## src/rfpll_defs.svh

```systemverilog
// Register offsets, field positions, reset values and timing for the RF loop control block
`ifndef RFPLL_DEFS_SVH
`define RFPLL_DEFS_SVH

// ----------------------------------------
// Register addresses
// ----------------------------------------
`define RFPLL_ADDR_LOOP_CONTROL 8'h34
`define RFPLL_ADDR_BLEED 8'h35
`define RFPLL_ADDR_LOCKDET 8'h36
`define RFPLL_ADDR_FASTSET 8'h37
`define RFPLL_ADDR_REFDIV 8'h38
`define RFPLL_ADDR_INTDIV 8'h39
`define RFPLL_ADDR_FRACLO 8'h3A
`define RFPLL_ADDR_FRACHI 8'h3B

// ----------------------------------------
// Reset values
// ----------------------------------------
`define RFPLL_RST_LOOP_CONTROL 16'h0020
`define RFPLL_RST_BLEED 8'h00
`define RFPLL_RST_LOCKDET 16'h0000
`define RFPLL_RST_FASTSET 16'h0000
`define RFPLL_RST_REFDIV 8'h00
`define RFPLL_RST_INTDIV 16'h0080
`define RFPLL_RST_FRACLO 16'h0000
`define RFPLL_RST_FRACHI 8'h00

// ----------------------------------------
// Field positions
// ----------------------------------------
`define RFPLL_LOOP_RES_BIT 9
`define RFPLL_LOOP_INV_BIT 4
`define RFPLL_BLD_EN_BIT 5
`define RFPLL_LD_EN_BIT 15
`define RFPLL_LD_RST_BIT 13
`define RFPLL_FS_EN_BIT 12

// ----------------------------------------
// Lock windows in ns, per code
// ----------------------------------------
`define RFPLL_WIN0_NS 7
`define RFPLL_WIN1_NS 10
`define RFPLL_WIN2_NS 15
`define RFPLL_WIN3_NS 20
`define RFPLL_WIN4_NS 30
`define RFPLL_WIN5_NS 50
`define RFPLL_WIN6_NS 70
`define RFPLL_WIN7_NS 100

`endif

```

## src/rfpll_pkg.sv

```systemverilog
// Types shared by the RF loop control block
package rfpll_pkg;

  typedef struct packed {
    logic [7:0] addr;
    logic [15:0] data;
  } rfpll_wr_t;

  typedef struct packed {
    logic pumpInvert;
    logic [3:0] pumpCode;
    logic [4:0] pumpMult;
    logic bleedEnable;
    logic [4:0] bleedSetting;
  } rfpll_pump_t;

  typedef struct packed {
    logic fracMode16;
    logic [10:0] intDiv;
    logic [23:0] fracOffset;
  } rfpll_div_t;

  typedef enum logic [2:0] {
    RFPLL_LD_OFF = 3'b001,
    RFPLL_LD_UNLOCKED = 3'b010,
    RFPLL_LD_LOCKED = 3'b100
  } rfpll_ld_state_t;

endpackage

```

## src/rfpll_ref_divider.sv

```systemverilog
// Reference clock enable from the master clock by a programmable ratio
`timescale 1ns/1ns
module rfpll_ref_divider
  import rfpll_pkg::*;
#(
  parameter int RATIO_W = 7
)
(
  input wire logic clk,
  input wire logic rst_b,
  input wire logic [RATIO_W-1:0] ratio,
  output logic refTick
);

  logic [RATIO_W-1:0] count_reg;
  logic [RATIO_W-1:0] count_next;
  logic wrapNow;

  // Zero code wraps at all-ones, giving the largest ratio
  assign wrapNow = (count_reg == RATIO_W'(ratio - 1'b1));
  assign count_next = wrapNow ? '0 : RATIO_W'(count_reg + 1'b1);

  always_ff @(posedge clk or negedge rst_b)
  begin
    if (!rst_b)
    begin
      count_reg <= '0;
      refTick <= 1'b0;
    end
    else
    begin
      count_reg <= count_next;
      refTick <= wrapNow;
    end
  end

endmodule

```

## src/rfpll_fast_timer.sv

```systemverilog
// Fastlock duration timer: 4^coarse x fine system clock cycles
`timescale 1ns/1ns
module rfpll_fast_timer
  import rfpll_pkg::*;
(
  input wire logic clk,
  input wire logic rst_b,
  input wire logic start,
  input wire logic [2:0] coarse,
  input wire logic [6:0] fine,
  output logic busy
);

  logic [21:0] remain_reg;
  logic [21:0] loadValue;
  logic [7:0] fineCount;

  // Zero fine code stands for 128
  assign fineCount = (fine == 7'h00) ? 8'h80 : {1'b0, fine};
  assign loadValue = 22'({14'h0000, fineCount} << {coarse, 1'b0});

  always_ff @(posedge clk or negedge rst_b)
  begin
    if (!rst_b)
    begin
      remain_reg <= '0;
      busy <= 1'b0;
    end
    else if (start)
    begin
      remain_reg <= loadValue;
      busy <= 1'b1;
    end
    else if (busy)
    begin
      remain_reg <= 22'(remain_reg - 1'b1);
      busy <= (remain_reg != 22'h000001);
    end
  end

endmodule

```

## src/rfpll_divider_lock_fastlock.sv

```systemverilog
// RF loop control: register file, pump settings, lock detector, fastlock, dividers
`timescale 1ns/1ns
`include "rfpll_defs.svh"

// How it works
// - Polarity bit 0 sinks when feedback is faster; 1 inverts.
// - Four-bit pump code gives 25 uA steps, 25 to 400 uA.
// - Bleed enable bit turns a constant bleed current on or off.
// - Bleed current is 3.125 uA times one plus the five-bit setting.
// - Lock detector runs only while enabled; cleared means power-save.
// - Reset-lock write pulses detector out of lock, clears status, self-clears.
// - Arrivals within the coded window, 7 to 100 ns, count as in phase.
// - Unlocked: lock after N consecutive in-phase, 1 to 32, zero means 32.
// - Locked: drop after N consecutive out-of-phase, 1 to 8, zero means 8.
// - Integer divider write in fastlock pulls pin low, boosts pump, starts timer.
// - Timer runs 4 to the coarse times fine cycles; zero fine means 128.
// - Fastlock multiplies pump current by 4, 8, 12 or 16.
// - Reference tick divides master clock by 1 to 128; zero means 128.
// - Integer divider updates apply while the loop runs.
// - 24-bit mode joins high and low fraction into one signed value.
// - Resolution bit 1 uses only the low 16-bit fraction.
module rfpll_divider_lock_fastlock
  import rfpll_pkg::*;
#(
  parameter int WIN_CNT_W = 5
)
(
  input wire logic clk,
  input wire logic rst_b,
  input wire logic regWrite,
  input rfpll_wr_t regWr,
  input wire logic phaseCompare,
  input wire logic [7:0] phaseErrorNs,
  output rfpll_pump_t pumpCtrl,
  output rfpll_div_t divCtrl,
  output logic divUpdate,
  output logic refTick,
  output logic lockDetPowerSave,
  output logic lockStatus,
  output logic fastSettlePinOut,
  output logic fastSettlePinOe,
  output logic fastSettleActive
);

  // ----------------------------------------
  // Register file
  // ----------------------------------------
  logic [15:0] loopControl_reg;
  logic [7:0] bleedCurrentCtrl_reg;
  logic [15:0] lockDetectorCtrl_reg;
  logic [15:0] fastSettleCtrl_reg;
  logic [7:0] referenceDivider_reg;
  logic [15:0] mainDividerInteger_reg;
  logic [15:0] mainFractionLow_reg;
  logic [7:0] mainFractionHigh_reg;

  wire hitCon = regWrite && (regWr.addr == `RFPLL_ADDR_LOOP_CONTROL);
  wire hitBleed = regWrite && (regWr.addr == `RFPLL_ADDR_BLEED);
  wire hitLd = regWrite && (regWr.addr == `RFPLL_ADDR_LOCKDET);
  wire hitFs = regWrite && (regWr.addr == `RFPLL_ADDR_FASTSET);
  wire hitRef = regWrite && (regWr.addr == `RFPLL_ADDR_REFDIV);
  wire hitInt = regWrite && (regWr.addr == `RFPLL_ADDR_INTDIV);
  wire hitFrLo = regWrite && (regWr.addr == `RFPLL_ADDR_FRACLO);
  wire hitFrHi = regWrite && (regWr.addr == `RFPLL_ADDR_FRACHI);

  // Reset-lock bit never stored, so it reads back as cleared
  wire resetLockPulse = hitLd && regWr.data[`RFPLL_LD_RST_BIT];

  always_ff @(posedge clk or negedge rst_b)
  begin
    if (!rst_b)
    begin
      loopControl_reg <= `RFPLL_RST_LOOP_CONTROL;
      bleedCurrentCtrl_reg <= `RFPLL_RST_BLEED;
      lockDetectorCtrl_reg <= `RFPLL_RST_LOCKDET;
      fastSettleCtrl_reg <= `RFPLL_RST_FASTSET;
      referenceDivider_reg <= `RFPLL_RST_REFDIV;
      mainDividerInteger_reg <= `RFPLL_RST_INTDIV;
      mainFractionLow_reg <= `RFPLL_RST_FRACLO;
      mainFractionHigh_reg <= `RFPLL_RST_FRACHI;
    end
    else
    begin
      if (hitCon)
        loopControl_reg <= regWr.data;
      if (hitBleed)
        bleedCurrentCtrl_reg <= regWr.data[7:0];
      if (hitLd)
        lockDetectorCtrl_reg <= regWr.data & ~(16'h0001 << `RFPLL_LD_RST_BIT);
      if (hitFs)
        fastSettleCtrl_reg <= regWr.data;
      if (hitRef)
        referenceDivider_reg <= regWr.data[7:0];
      if (hitInt)
        mainDividerInteger_reg <= regWr.data;
      if (hitFrLo)
        mainFractionLow_reg <= regWr.data;
      if (hitFrHi)
        mainFractionHigh_reg <= regWr.data[7:0];
    end
  end

  // ----------------------------------------
  // Field decode
  // ----------------------------------------
  wire ldEnable = lockDetectorCtrl_reg[`RFPLL_LD_EN_BIT];
  wire [2:0] ldWindowCode = lockDetectorCtrl_reg[10:8];
  wire [2:0] lossCode = lockDetectorCtrl_reg[7:5];
  wire [4:0] lockCode = lockDetectorCtrl_reg[4:0];
  wire fsEnable = fastSettleCtrl_reg[`RFPLL_FS_EN_BIT];
  wire fracMode16 = loopControl_reg[`RFPLL_LOOP_RES_BIT];

  // Window in ns for a code; decoder kept as a function for reuse
  function automatic logic [7:0] windowNs(input logic [2:0] code);
    logic [7:0] w;
    w = 8'h00;
    case (code)
      3'h0: w = 8'(`RFPLL_WIN0_NS);
      3'h1: w = 8'(`RFPLL_WIN1_NS);
      3'h2: w = 8'(`RFPLL_WIN2_NS);
      3'h3: w = 8'(`RFPLL_WIN3_NS);
      3'h4: w = 8'(`RFPLL_WIN4_NS);
      3'h5: w = 8'(`RFPLL_WIN5_NS);
      3'h6: w = 8'(`RFPLL_WIN6_NS);
      default: w = 8'(`RFPLL_WIN7_NS);
    endcase
    return w;
  endfunction

  // Magnitude of phase error compared against the window
  wire inPhase = (phaseErrorNs <= windowNs(ldWindowCode));
  wire [5:0] lockTarget = (lockCode == 5'h00) ? 6'h20 : {1'b0, lockCode};
  wire [3:0] lossTarget = (lossCode == 3'h0) ? 4'h8 : {1'b0, lossCode};

  // ----------------------------------------
  // Lock detector
  // ----------------------------------------
  rfpll_ld_state_t ldState_reg;
  rfpll_ld_state_t ldState_next;
  logic [WIN_CNT_W:0] runCount_reg;
  logic [WIN_CNT_W:0] runCount_next;

  wire [WIN_CNT_W:0] runInc = (WIN_CNT_W+1)'(runCount_reg + 1'b1);

  always_comb
  begin
    ldState_next = ldState_reg;
    runCount_next = runCount_reg;
    case (ldState_reg)
      RFPLL_LD_OFF:
      begin
        runCount_next = '0;
        if (ldEnable)
          ldState_next = RFPLL_LD_UNLOCKED;
      end
      RFPLL_LD_UNLOCKED:
      begin
        if (phaseCompare)
        begin
          if (!inPhase)
            runCount_next = '0;
          else if (runInc == (WIN_CNT_W+1)'(lockTarget))
          begin
            runCount_next = '0;
            ldState_next = RFPLL_LD_LOCKED;
          end
          else
            runCount_next = runInc;
        end
      end
      RFPLL_LD_LOCKED:
      begin
        if (phaseCompare)
        begin
          if (inPhase)
            runCount_next = '0;
          else if (runInc == (WIN_CNT_W+1)'(lossTarget))
          begin
            runCount_next = '0;
            ldState_next = RFPLL_LD_UNLOCKED;
          end
          else
            runCount_next = runInc;
        end
      end
      default:
      begin
        ldState_next = RFPLL_LD_OFF;
        runCount_next = '0;
      end
    endcase
    // Disable and reset-lock override any count in progress
    if (!ldEnable)
    begin
      ldState_next = RFPLL_LD_OFF;
      runCount_next = '0;
    end
    else if (resetLockPulse)
    begin
      ldState_next = RFPLL_LD_UNLOCKED;
      runCount_next = '0;
    end
  end

  always_ff @(posedge clk or negedge rst_b)
  begin
    if (!rst_b)
    begin
      ldState_reg <= RFPLL_LD_OFF;
      runCount_reg <= '0;
    end
    else
    begin
      ldState_reg <= ldState_next;
      runCount_reg <= runCount_next;
    end
  end

  // ----------------------------------------
  // Fastlock
  // ----------------------------------------
  logic timerBusy;
  wire fastStart = hitInt && fsEnable;

  rfpll_fast_timer u_fast_timer (
    .clk(clk),
    .rst_b(rst_b),
    .start(fastStart),
    .coarse(fastSettleCtrl_reg[11:9]),
    .fine(fastSettleCtrl_reg[8:2]),
    .busy(timerBusy)
  );

  // Multiplier 4 x (code + 1) while boosted, else unity
  wire [4:0] boostMult = 5'({fastSettleCtrl_reg[1:0], 2'b00} + 5'h04);
  wire [4:0] multNext = timerBusy ? boostMult : 5'h01;

  // ----------------------------------------
  // Reference divider
  // ----------------------------------------
  rfpll_ref_divider #(
    .RATIO_W(7)
  ) u_ref_divider (
    .clk(clk),
    .rst_b(rst_b),
    .ratio(referenceDivider_reg[6:0]),
    .refTick(refTick)
  );

  // ----------------------------------------
  // Fraction select
  // ----------------------------------------
  // 16-bit mode sign-extends the low word so the offset keeps its sign
  wire [23:0] fracNext = fracMode16 ?
    {{8{mainFractionLow_reg[15]}}, mainFractionLow_reg} :
    {mainFractionHigh_reg, mainFractionLow_reg};

  // ----------------------------------------
  // Registered outputs
  // ----------------------------------------
  always_ff @(posedge clk or negedge rst_b)
  begin
    if (!rst_b)
    begin
      pumpCtrl <= '{pumpInvert: 1'b0, pumpCode: 4'h0, pumpMult: 5'h01,
                    bleedEnable: 1'b0, bleedSetting: 5'h00};
      divCtrl <= '0;
      divUpdate <= 1'b0;
      lockDetPowerSave <= 1'b1;
      lockStatus <= 1'b0;
      fastSettlePinOut <= 1'b0;
      fastSettlePinOe <= 1'b0;
      fastSettleActive <= 1'b0;
    end
    else
    begin
      pumpCtrl.pumpInvert <= loopControl_reg[`RFPLL_LOOP_INV_BIT];
      pumpCtrl.pumpCode <= loopControl_reg[3:0];
      pumpCtrl.pumpMult <= multNext;
      pumpCtrl.bleedEnable <= bleedCurrentCtrl_reg[`RFPLL_BLD_EN_BIT];
      pumpCtrl.bleedSetting <= bleedCurrentCtrl_reg[4:0];
      divCtrl.fracMode16 <= fracMode16;
      divCtrl.intDiv <= mainDividerInteger_reg[10:0];
      divCtrl.fracOffset <= fracNext;
      divUpdate <= hitInt;
      lockDetPowerSave <= (ldState_next == RFPLL_LD_OFF);
      lockStatus <= (ldState_next == RFPLL_LD_LOCKED);
      // Open drain: output held low, only the enable toggles
      fastSettlePinOut <= 1'b0;
      fastSettlePinOe <= timerBusy;
      fastSettleActive <= timerBusy;
    end
  end

endmodule

```

## config.mk

```make
export PLATFORM = sky130hd
export DESIGN_NAME = rfpll_divider_lock_fastlock
export DESIGN_NICKNAME = d
export VERILOG_FILES = /design/src/rfpll_pkg.sv /design/src/rfpll_ref_divider.sv /design/src/rfpll_fast_timer.sv /design/src/rfpll_divider_lock_fastlock.sv
export VERILOG_INCLUDE_DIRS = /design/src
export SDC_FILE = /design/constraint.sdc
export NUM_CORES = 1
export LEC_CHECK = 0
export BUFFER_PORTS_ARGS = -buffer_cell sky130_fd_sc_hd__buf_2
export CAP_MARGIN = 15
export CORE_UTILIZATION = 52
export CTS_CLUSTER_DIAMETER = 60
export DETAILED_ROUTE_END_ITERATION = 7
export PLACE_DENSITY = 0.75
export REMOVE_ABC_BUFFERS = 1
export SLEW_MARGIN = 20
export SYNTH_ARGS = -nofsm -noshare
export SYNTH_HDL_FRONTEND = slang
export SYNTH_SLANG_ARGS = --single-unit
export TNS_END_PERCENT = 5
```

## constraint.sdc

```tcl
create_clock -name clk -period 2.1 [get_ports clk]
set_input_delay 0.42 -clock clk [delete_from_list [all_inputs] [get_ports clk]]
set_output_delay 0.42 -clock clk [all_outputs]
set_load 0.01 [all_outputs]
```

Word level (Yosys, flattened, before mapping)
Cells that the tools add are included.

word-level totals
  output and inout port bits = 59
  register bits = 182
  logic and storage cells = 103
  input bits = 36

cells by class
  add/sub/neg operators = 5
  equal/unequal tests = 25
  muxes and demuxes = 29
  reductions and logical operators = 16
  shift operators = 1
  order comparisons = 1

operator list
  cell                     count
  $eq A8 B6 Y1 const B     8
  $mux W6                  9
  $pmux W7 S7              1
  $mux W22                 2
  $mux W24                 1
  $mux W3                  8
  $ne A22 B1 Y1 const B    1
  $shl A8 B4 Y22           1
  $sub A22 B1 Y22 const B  1
  $eq A3 B3 Y1 const B     5
  $pmux W6 S2              1
  $logic_and A1 B1 Y1      10
  $eq A3 B1 Y1 const B     3
  $eq A3 B2 Y1 const B     3
  $pmux W3 S3              1
  $le A8 B8 Y1             1
  $mux W8                  1
  $ne A4 B4 Y1 const B     2
  $add A7 B1 Y7 const B    1
  $eq A7 B7 Y1             1
  $logic_not A7 Y1         1
  $mux W7                  1
  $sub A7 B1 Y7 const B    1
  $add A6 B1 Y6 const B    1
  other kinds (10)         12

Longest topological paths before layout
Gate-level depths: netlist of the first run.

  word-level depth = 10
  gate-level depth with buffers = 9
  gate-level depth less buffers = 9

Modules after synthesis
A second synthesis of the first run with hierarchy kept.

unflattened totals
  cells, all modules = 630
  area total of the unflattened synthesis = 7603.5 um^2

modules (own cells, without submodules)
  module                       cells each  instances  area an instance (um^2)  sequential area each (um^2)
  rfpll_divider_lock_fastlock  385         1          5387.7                   3583.4
  rfpll_fast_timer             192         1          1667.8                   575.6
  rfpll_ref_divider            53          1          548.0                    200.2

Worst setup path before layout of the first run
OpenSTA, ideal clock, no wires.

  path type = register -> register
  from = register runCount_reg[0]
  to = register runCount_reg[4]
  cell stages (with the launch flop) = 9
  required time = 1978 ps
  library setup time = 122 ps
  period minus slack after synthesis = 2293 ps
  path buffers = 0
  arrival = 2171 ps
  slack = -193 ps
  cell sequence = dfrtp_1 > ha_1 > xnor2_2 > xnor2_1 > or4_1 > a211oi_2 > nor3_1 > a21o_1 > a32o_1

between the ends
  word-level cells in the longest chain between the ends = 8
  elaborated cells between the ends (all ways) = 12
  those cells by class = 1 x add/sub; 2 x eq/ne; 9 x mux

ends and longest elaborated chain
  element                                       RTL line                                                                text
  start: declaration                            rfpll_divider_lock_fastlock.sv:140                                      logic [WIN_CNT_W:0] runCount_reg;
  start signal: assignment                      rfpll_divider_lock_fastlock.sv:215                                      runCount_reg <= runCount_next;
  $add A6 B1 Y6 (*)                             rfpll_divider_lock_fastlock.sv:143                                      wire [WIN_CNT_W:0] runInc = (WIN_CNT_W+1)'(runCount_reg + 1'b1);
  $eq A6 B4 Y1 or $eq A6 B6 Y1 (tied branches)  rfpll_divider_lock_fastlock.sv:177, rfpll_divider_lock_fastlock.sv:162
  $mux W6 (on tied branches)                    rfpll_divider_lock_fastlock.sv:177, rfpll_divider_lock_fastlock.sv:162
  $mux W6 (on tied branches)                    rfpll_divider_lock_fastlock.sv:175, rfpll_divider_lock_fastlock.sv:160
  $mux W6 (on tied branches)                    rfpll_divider_lock_fastlock.sv:173, rfpll_divider_lock_fastlock.sv:158
  $pmux W6 S2 (*)                               rfpll_divider_lock_fastlock.sv:149                                      case (ldState_reg)
  $mux W6 (*)                                   rfpll_divider_lock_fastlock.sv:198                                      else if (resetLockPulse)
  $mux W6 (*)                                   rfpll_divider_lock_fastlock.sv:193                                      if (!ldEnable)

Mark *: on every way between the ends. The rest lies on a longest branch, timed or not. The select of a mux whose other input is x is not followed.
A chain may end at the register's enable or synchronous reset.

Worst setup path in the final report of the first run
  from = register runCount_reg[0]
  to = register ldState_reg[1]

between the ends
  word-level cells in the longest chain between the ends = 8
  elaborated cells between the ends (all ways) = 12
  those cells by class = 1 x add/sub; 2 x eq/ne; 9 x mux

ends and longest elaborated chain
  element                                       RTL line                                                                text
  $add A6 B1 Y6 (*)                             rfpll_divider_lock_fastlock.sv:143
  $eq A6 B4 Y1 or $eq A6 B6 Y1 (tied branches)  rfpll_divider_lock_fastlock.sv:177, rfpll_divider_lock_fastlock.sv:162
  $mux W3 (on tied branches)                    rfpll_divider_lock_fastlock.sv:177, rfpll_divider_lock_fastlock.sv:162
  $mux W3 (on tied branches)                    rfpll_divider_lock_fastlock.sv:175, rfpll_divider_lock_fastlock.sv:160
  $mux W3 (on tied branches)                    rfpll_divider_lock_fastlock.sv:173, rfpll_divider_lock_fastlock.sv:158
  $pmux W3 S3 (*)                               rfpll_divider_lock_fastlock.sv:149
  $mux W3 (*)                                   rfpll_divider_lock_fastlock.sv:198
  $mux W3 (*)                                   rfpll_divider_lock_fastlock.sv:193
  net ldState_next[1]                           rfpll_divider_lock_fastlock.sv:139                                      rfpll_ld_state_t ldState_next;
  end signal: assignment                        rfpll_divider_lock_fastlock.sv:214                                      ldState_reg <= ldState_next;
  end: declaration                              rfpll_divider_lock_fastlock.sv:138                                      rfpll_ld_state_t ldState_reg;

Mark *: on every way through the listed nets, which the timed path passes. The rest lies on a longest branch.

==> impl_metrics.yaml, run 1 <==
run_status:
  outcome: "finished with violations"
  violations: "negative setup slack"
timing:
  slew_headroom_pct: 55.80
  hold_violations: 0
  slew_viol_final: 0
  rsz0062_at_grt: "true"
  finalClockSkew_ps: 7.090
  whs_ps: 229.6
  clock.fmax_ghz: 0.4375
  worstMarginPinSlew_ps: 661.6
  min_period_over_period_pct: 108.9
  setup_viol: 13
  layout_setup_ws_ps: -186.0
  period_needed_ps: 2286
  setup-tns-final_ps: -1292
logic_synthesis:
  synth.avg_cell_area_um2: 11.89
  yosys.area.top_type: "dfrtp_1"
  synth_fa_ha_area_share_pct: 2.176
  synth-simple-area-share_pct: 12.97
  synth_xor_area_share_pct: 5.255
  synth.top_cells.by_area: "dfrtp_1 57%, mux2_2 11%, nand2_1 3.5%, xnor2_1 3.2%, ha_1 2.2%"
  ys_seq_elements: 174
  synth_mux_area_share_pct: 11.21
  dominantRegCellSynth: "dfrtp_1"
  seq_area_frac_synth_pct: 58.31
  yosys.area.top_type_share_pct: 56.90
  synth.distinct_cells: 65
  synth_cells: 629
  synth-async-reset-ratio_pct: 100.0
  synth-compound-area-share_pct: 7.598
  yosys_warnings: 0
  synth_top_family_by_area: "simple AND/OR/NAND/NOR gates"
  syn_area_um2: 7476
  synth-edff-count: 0
min_path:
  hold_end: "mainFractionLow_reg[14]$_DFFE_PN0P_"
  min_from: "regWr[14]"
  whs_path_depth: 2
  hold_path.class: "primary input to flop"
route:
  finalWirelength_um: 16880
  drc_errors: 0
  drt_first_pass_iters: 5
  postRouteAntennaNets: 0
  avgRoutedWirePerCell_um: 17.38
  vias_per_cell: 5.495
  drt-initial-drc-count: 291
  dr_total_vias: 5336
die:
  io_pins: 95
  core-area_um2: 13930
  fp.dieArea_um2: 14860
  start_util_pct: 53.65
  die_h_um: 121.9
  num_rows: 43
  fp.dieW_um: 121.9
clock_network:
  cts_tree: "done"
  cts-buffers-inserted: 17
  cts.sinks: 174
  cts-root-buf: "clkbuf_16"
  clk_pin_slew_ps: 70
  ctsHtreeMaxLevel: 4
  clock_latency_ps: 430
  clockBufferDepth: 2
setup_path:
  worstPathRequired_ps: 2390
  end_kind: "flop"
  startpoint_type: "flop"
  ff2ff_path_depth: 9
  regToRegSetupSlack_ps: -190
  cp.arrival_ps: 2580
  r2r-start: "runCount_reg[0]$_DFFE_PN0P_"
  worstPathMaxFanout: 5
  r2r-end: "ldState_reg[1]$_DFF_PN0_"
  path_class: "flop to flop"
place:
  pre_cts_ws_ps: -258.4
  dp_hpwl_um: 11910
  gp_congestion: 0.8618
  io_buffers: 92
cells_and_area:
  layout-drive-gt1-share_pct: 36.92
  final_cell_mix: "168 x dfrtp_1, 91 x buf_2, 70 x mux2_2"
  nFillCells: 985
  antennaDiodeCount: 0
  final_common_cell: "dfrtp_1"
  largest_reg_flops: 36
  areaGrowthSynthToFinish_pct: 24.27
  postLayoutCoreUtil_pct: 66.67
  fin_nets: 827
power_and_ir_drop:
  pwr-share-clk_pct: 39.1
  p_sw_share_pct: 25.70
  p_total_uw: 7432
  combinationalPowerShare_pct: 10.8
  cellInternalPower_uw: 5522
  cellLeakagePower_uw: 0.004559
  peakVddDrop_mv: 0.5108
  switchingPower_uw: 1910
  powerDensity_nw_per_um2: 800.0
  power.share.sequential_pct: 50.1
global_route:
  antenna_found_initial: 0
  grt_start_max_net_pins: 53
  grt_first_pass_wirelength_um: 27830
  overflow: 0
  grt_pass1_vias: 5646
  grt_usage_pct: 24.86
flow_run:
  drv_cap: 0
worst max-delay path by stage:
stage	to	depth (start not counted)	start
after floorplan	runCount_reg[4]$_DFFE_PN0P_	8	runCount_reg[0]$_DFFE_PN0P_
after global routing	ldState_reg[1]$_DFF_PN0_	9	runCount_reg[0]$_DFFE_PN0P_
after global placement	runCount_reg[4]$_DFFE_PN0P_	8	runCount_reg[0]$_DFFE_PN0P_
final	ldState_reg[1]$_DFF_PN0_	9	runCount_reg[0]$_DFFE_PN0P_
after detailed placement	runCount_reg[4]$_DFFE_PN0P_	8	runCount_reg[0]$_DFFE_PN0P_
after CTS	runCount_reg[4]$_DFFE_PN0P_	9	runCount_reg[1]$_DFFE_PN0P_
layout make-up:
| type | count | area, µm² | area share [%] |
|---|---|---|---|
| Sequential cell | 174 | 4362 | 46.95 |
| Multi-Input combinational cell | 411 | 3120 | 33.59 |
| Timing Repair Buffer | 150 | 949.7 | 10.22 |
| Clock buffer | 21 | 460.4 | 4.956 |
| Tap cell | 180 | 225.2 | 2.424 |
| Inverter | 24 | 90.09 | 0.9697 |
| Clock inverter | 11 | 82.58 | 0.8889 |
synthesized netlist by cell type (12+ instances only):
master	number
a21oi_1	18
clkbuf_1	14
dfrtp_1	170
ha_1	13
inv_1	24
mux2_2	70
nand2_1	70
nand3_1	18
nor2_1	34
nor3_1	12
o21ai_0	32
xnor2_1	27
xor2_1	16
cell families after synthesis:
| logic type | count (synthesis) |
|---|---|
| AOI/OAI and AO/OA | 88 |
| xor gates and xnor gates | 44 |
| adders and majority gates | 13 |
| buffers and inverters | 45 |
| DFF | 174 |
| muxes | 75 |
| other | 1 |
| and+or+nand+nor | 189 |
stage by stage:
stage	cell area [µm²]	instances
final	9290	971
after global routing	9290	971
after CTS	9186	971
after detailed placement	8523	935
after global placement	8523	935
after floorplan	7388	609
power groups by stage:
| stage | clock, µW | sequential, µW | combinational [µW] |
|---|---|---|---|
| after floorplan | 0 | 3780 | 388 |
| after global placement | 0 | 3770 | 732 |
| after detailed placement | 0 | 3780 | 770 |
| after CTS | 2930 | 3730 | 785 |
| after global routing | 3060 | 3750 | 891 |
| final | 2900 | 3730 | 802 |
metal layers:
layer,global-route usage (%),share of wire [%],up-vias
li1,-,-,2488
met1,31.34,43,2644
met2,42.09,50,185
met3,5.478,5.9,19
met4,8.873,1.5,0
met5,0,0,-
critical path, stage by stage (launching register included):
cell      delay (ps)
dfrtp_1          380
buf_4            160
nand3_2           90
or3_1            390
a211o_1          350
a211oi_4         300
buf_4            160
nand3b_1          90
nand3_1          110
a41oi_2          120
repair_timing:
action                                 in CTS  in global routing
pin swaps                                  16                  7
setup endpoints to repair                  26                 30
setup buffers                               3                  0
hold buffers                                1                  0
endpoints found under the hold margin      44                  0
gates resized for setup                    19                 27
No activity file was read; power rests on OpenSTA's default activity.
==> inputs of run 2 (changes only) <==
--- a/config.mk
+++ b/config.mk
@@ -8,10 +8,10 @@
 export LEC_CHECK = 0
 export BUFFER_PORTS_ARGS = -buffer_cell sky130_fd_sc_hd__buf_2
 export CAP_MARGIN = 15
-export CORE_UTILIZATION = 52
+export CORE_UTILIZATION = 54
 export CTS_CLUSTER_DIAMETER = 60
 export DETAILED_ROUTE_END_ITERATION = 7
-export PLACE_DENSITY = 0.75
+export PLACE_DENSITY = 0.74
 export REMOVE_ABC_BUFFERS = 1
 export SLEW_MARGIN = 20
 export SYNTH_ARGS = -nofsm -noshare
==> constraint.sdc (replaced) <==
create_clock -name clk -period 2.9 [get_ports clk]
set_input_delay 0.58 -clock clk [delete_from_list [all_inputs] [get_ports clk]]
set_output_delay 0.58 -clock clk [all_outputs]
set_load 0.01 [all_outputs]
==> impl_metrics.yaml, run 2 (same netlist as run 1, synthesis figures left out) <==
route:
  avgRoutedWirePerCell_um: 16.99
  finalWirelength_um: 15610
  postRouteAntennaNets: 0
  drc_errors: 0
  dr_total_vias: 5093
  drt-initial-drc-count: 216
  vias_per_cell: 5.542
  drt_first_pass_iters: 5
global_route:
  antenna_found_initial: 0
  grt_pass1_vias: 5226
  grt_usage_pct: 23.57
  grt_start_max_net_pins: 69
  grt_first_pass_wirelength_um: 26050
  overflow: 0
setup_path:
  path_class: "flop to flop"
  end_kind: "flop"
  cp.arrival_ps: 2780
  startpoint_type: "flop"
  worstPathRequired_ps: 3210
  worstPathMaxFanout: 6
clock_network:
  cts_setup_buffers: 0
  clockBufferDepth: 2
  ctsHoldBuffers: 0
  cts_resized: 0
  cts.sinks: 174
  clock_latency_ps: 420
  cts-root-buf: "clkbuf_16"
  ctsHtreeMaxLevel: 4
  cts-buffers-inserted: 17
  cts_tree: "done"
  clk_pin_slew_ps: 60
timing:
  slew_viol_final: 0
  finalClockSkew_ps: 5.798
  setup-tns-final_ps: 0
  period_needed_ps: 2467
  slew_headroom_pct: 51.82
  rsz0062_at_grt: "false"
  whs_ps: 142.2
  clock.fmax_ghz: 0.4054
  setup_viol: 0
  worstMarginPinSlew_ps: 716.0
  hold_violations: 0
  min_period_over_period_pct: 85.06
cells_and_area:
  final_common_cell: "dfrtp_1"
  areaGrowthSynthToFinish_pct: 17.82
  postLayoutCoreUtil_pct: 65.99
  nFillCells: 1019
  final_cell_mix: "170 x dfrtp_1, 91 x buf_2, 70 x nand2_1, 70 x mux2_2, 34 x nor2_1"
  antennaDiodeCount: 0
  finalNonFillerCells: 919
  largest_reg_flops: 36
  layout-drive-gt1-share_pct: 29.74
  fin_nets: 779
power_and_ir_drop:
  powerDensity_nw_per_um2: 640.5
  cellLeakagePower_uw: 0.004345
  peakVddDrop_mv: 0.4433
place:
  dp_cells: 887
  dp_hpwl_um: 11030
  gp_congestion: 0.8901
  io_buffers: 92
die:
  core-area_um2: 13350
  num_rows: 42
  fp.dieArea_um2: 14320
  fp.dieW_um: 119.7
  die_h_um: 119.7
  start_util_pct: 56.01
  io_pins: 95
min_path:
  hold_path.class: "primary input to async pin"
flow_run:
  drv_cap: 0
run_status:
  outcome: "finished, final reports clean"
## run 2: changes by cell type in the layout (fill, tap and decap cells not counted), sizes merged
| cell | before | now |
|---|---|---|
| clkbuf | 21 | 18 |
| clkinv | 4 | 6 |
| buf | 149 | 102 |
| clkinvlp | 4 | 0 |
| inv | 27 | 28 |
| dlygate4sd3 | 1 | 0 |
| bufinv | 0 | 4 |
## run 2: where the power goes
group	switching, µW	internal [µW]	total (µW)
clock	964	1480	2450
sequential	138	2570	2710
combinational	262	221	483
## run 2: layout make-up
| cell class | count | area (µm²) | area share [%] |
|---|---|---|---|
| Sequential cell | 174 | 4359 | 49.49 |
| Clock inverter | 14 | 206.4 | 2.344 |
| Timing Repair Buffer | 102 | 554.3 | 6.293 |
| Clock buffer | 18 | 439.2 | 4.986 |
| Tap cell | 176 | 220.2 | 2.500 |
| Inverter | 24 | 90.09 | 1.023 |
| Multi-Input combinational cell | 411 | 2939 | 33.37 |
## run 2: path summary, 6_finish.rpt
path                                                    start                               endpoint  slack, ps  cells after the start
min in group clk           mainFractionLow_reg[4]$_DFFE_PN0P_                   divCtrl[4]$_DFF_PN0_        370                      0
setup reg to reg                  runCount_reg[0]$_DFFE_PN0P_            runCount_reg[4]$_DFFE_PN0P_        430                      8
setup / recovery                  runCount_reg[0]$_DFFE_PN0P_            runCount_reg[4]$_DFFE_PN0P_        430                      8
max in group asynchronous                               rst_b  mainDividerInteger_reg[7]$_DFFE_PN1P_       1960                      2
hold / removal                                          rst_b                  divCtrl[10]$_DFF_PN0_        140                      1
hold reg to reg            mainFractionLow_reg[4]$_DFFE_PN0P_                   divCtrl[4]$_DFF_PN0_        370                      0
## run 2: layer usage
metal,track usage [%],part of all wire [%],routed length (µm)
met1,30.65,44,6804
met2,38.80,50,7775
met3,5.798,5.3,823
met4,7.813,1.3,206
met5,0,0,0
## run 2: through the flow
step           setup WS (ps)  total power (µW)  instance area (µm²)
6_report               433.1              5642                 8808
4_1_cts                435.9              5692                 8808
3_3_place_gp           494.9              3210                 8163
5_1_grt                224.4              5857                 8808
3_5_place_dp           373.7              3237                 8163
2_1_floorplan          451.8              3019                 7388
## run 2: critical path, stage by stage (launching register included)
cell	delay (ps)
dfrtp_1	460
ha_1	300
xnor2_2	230
xnor2_1	80
or4_1	540
a211oi_2	210
nor3_1	110
a21o_1	180
a32o_1	250
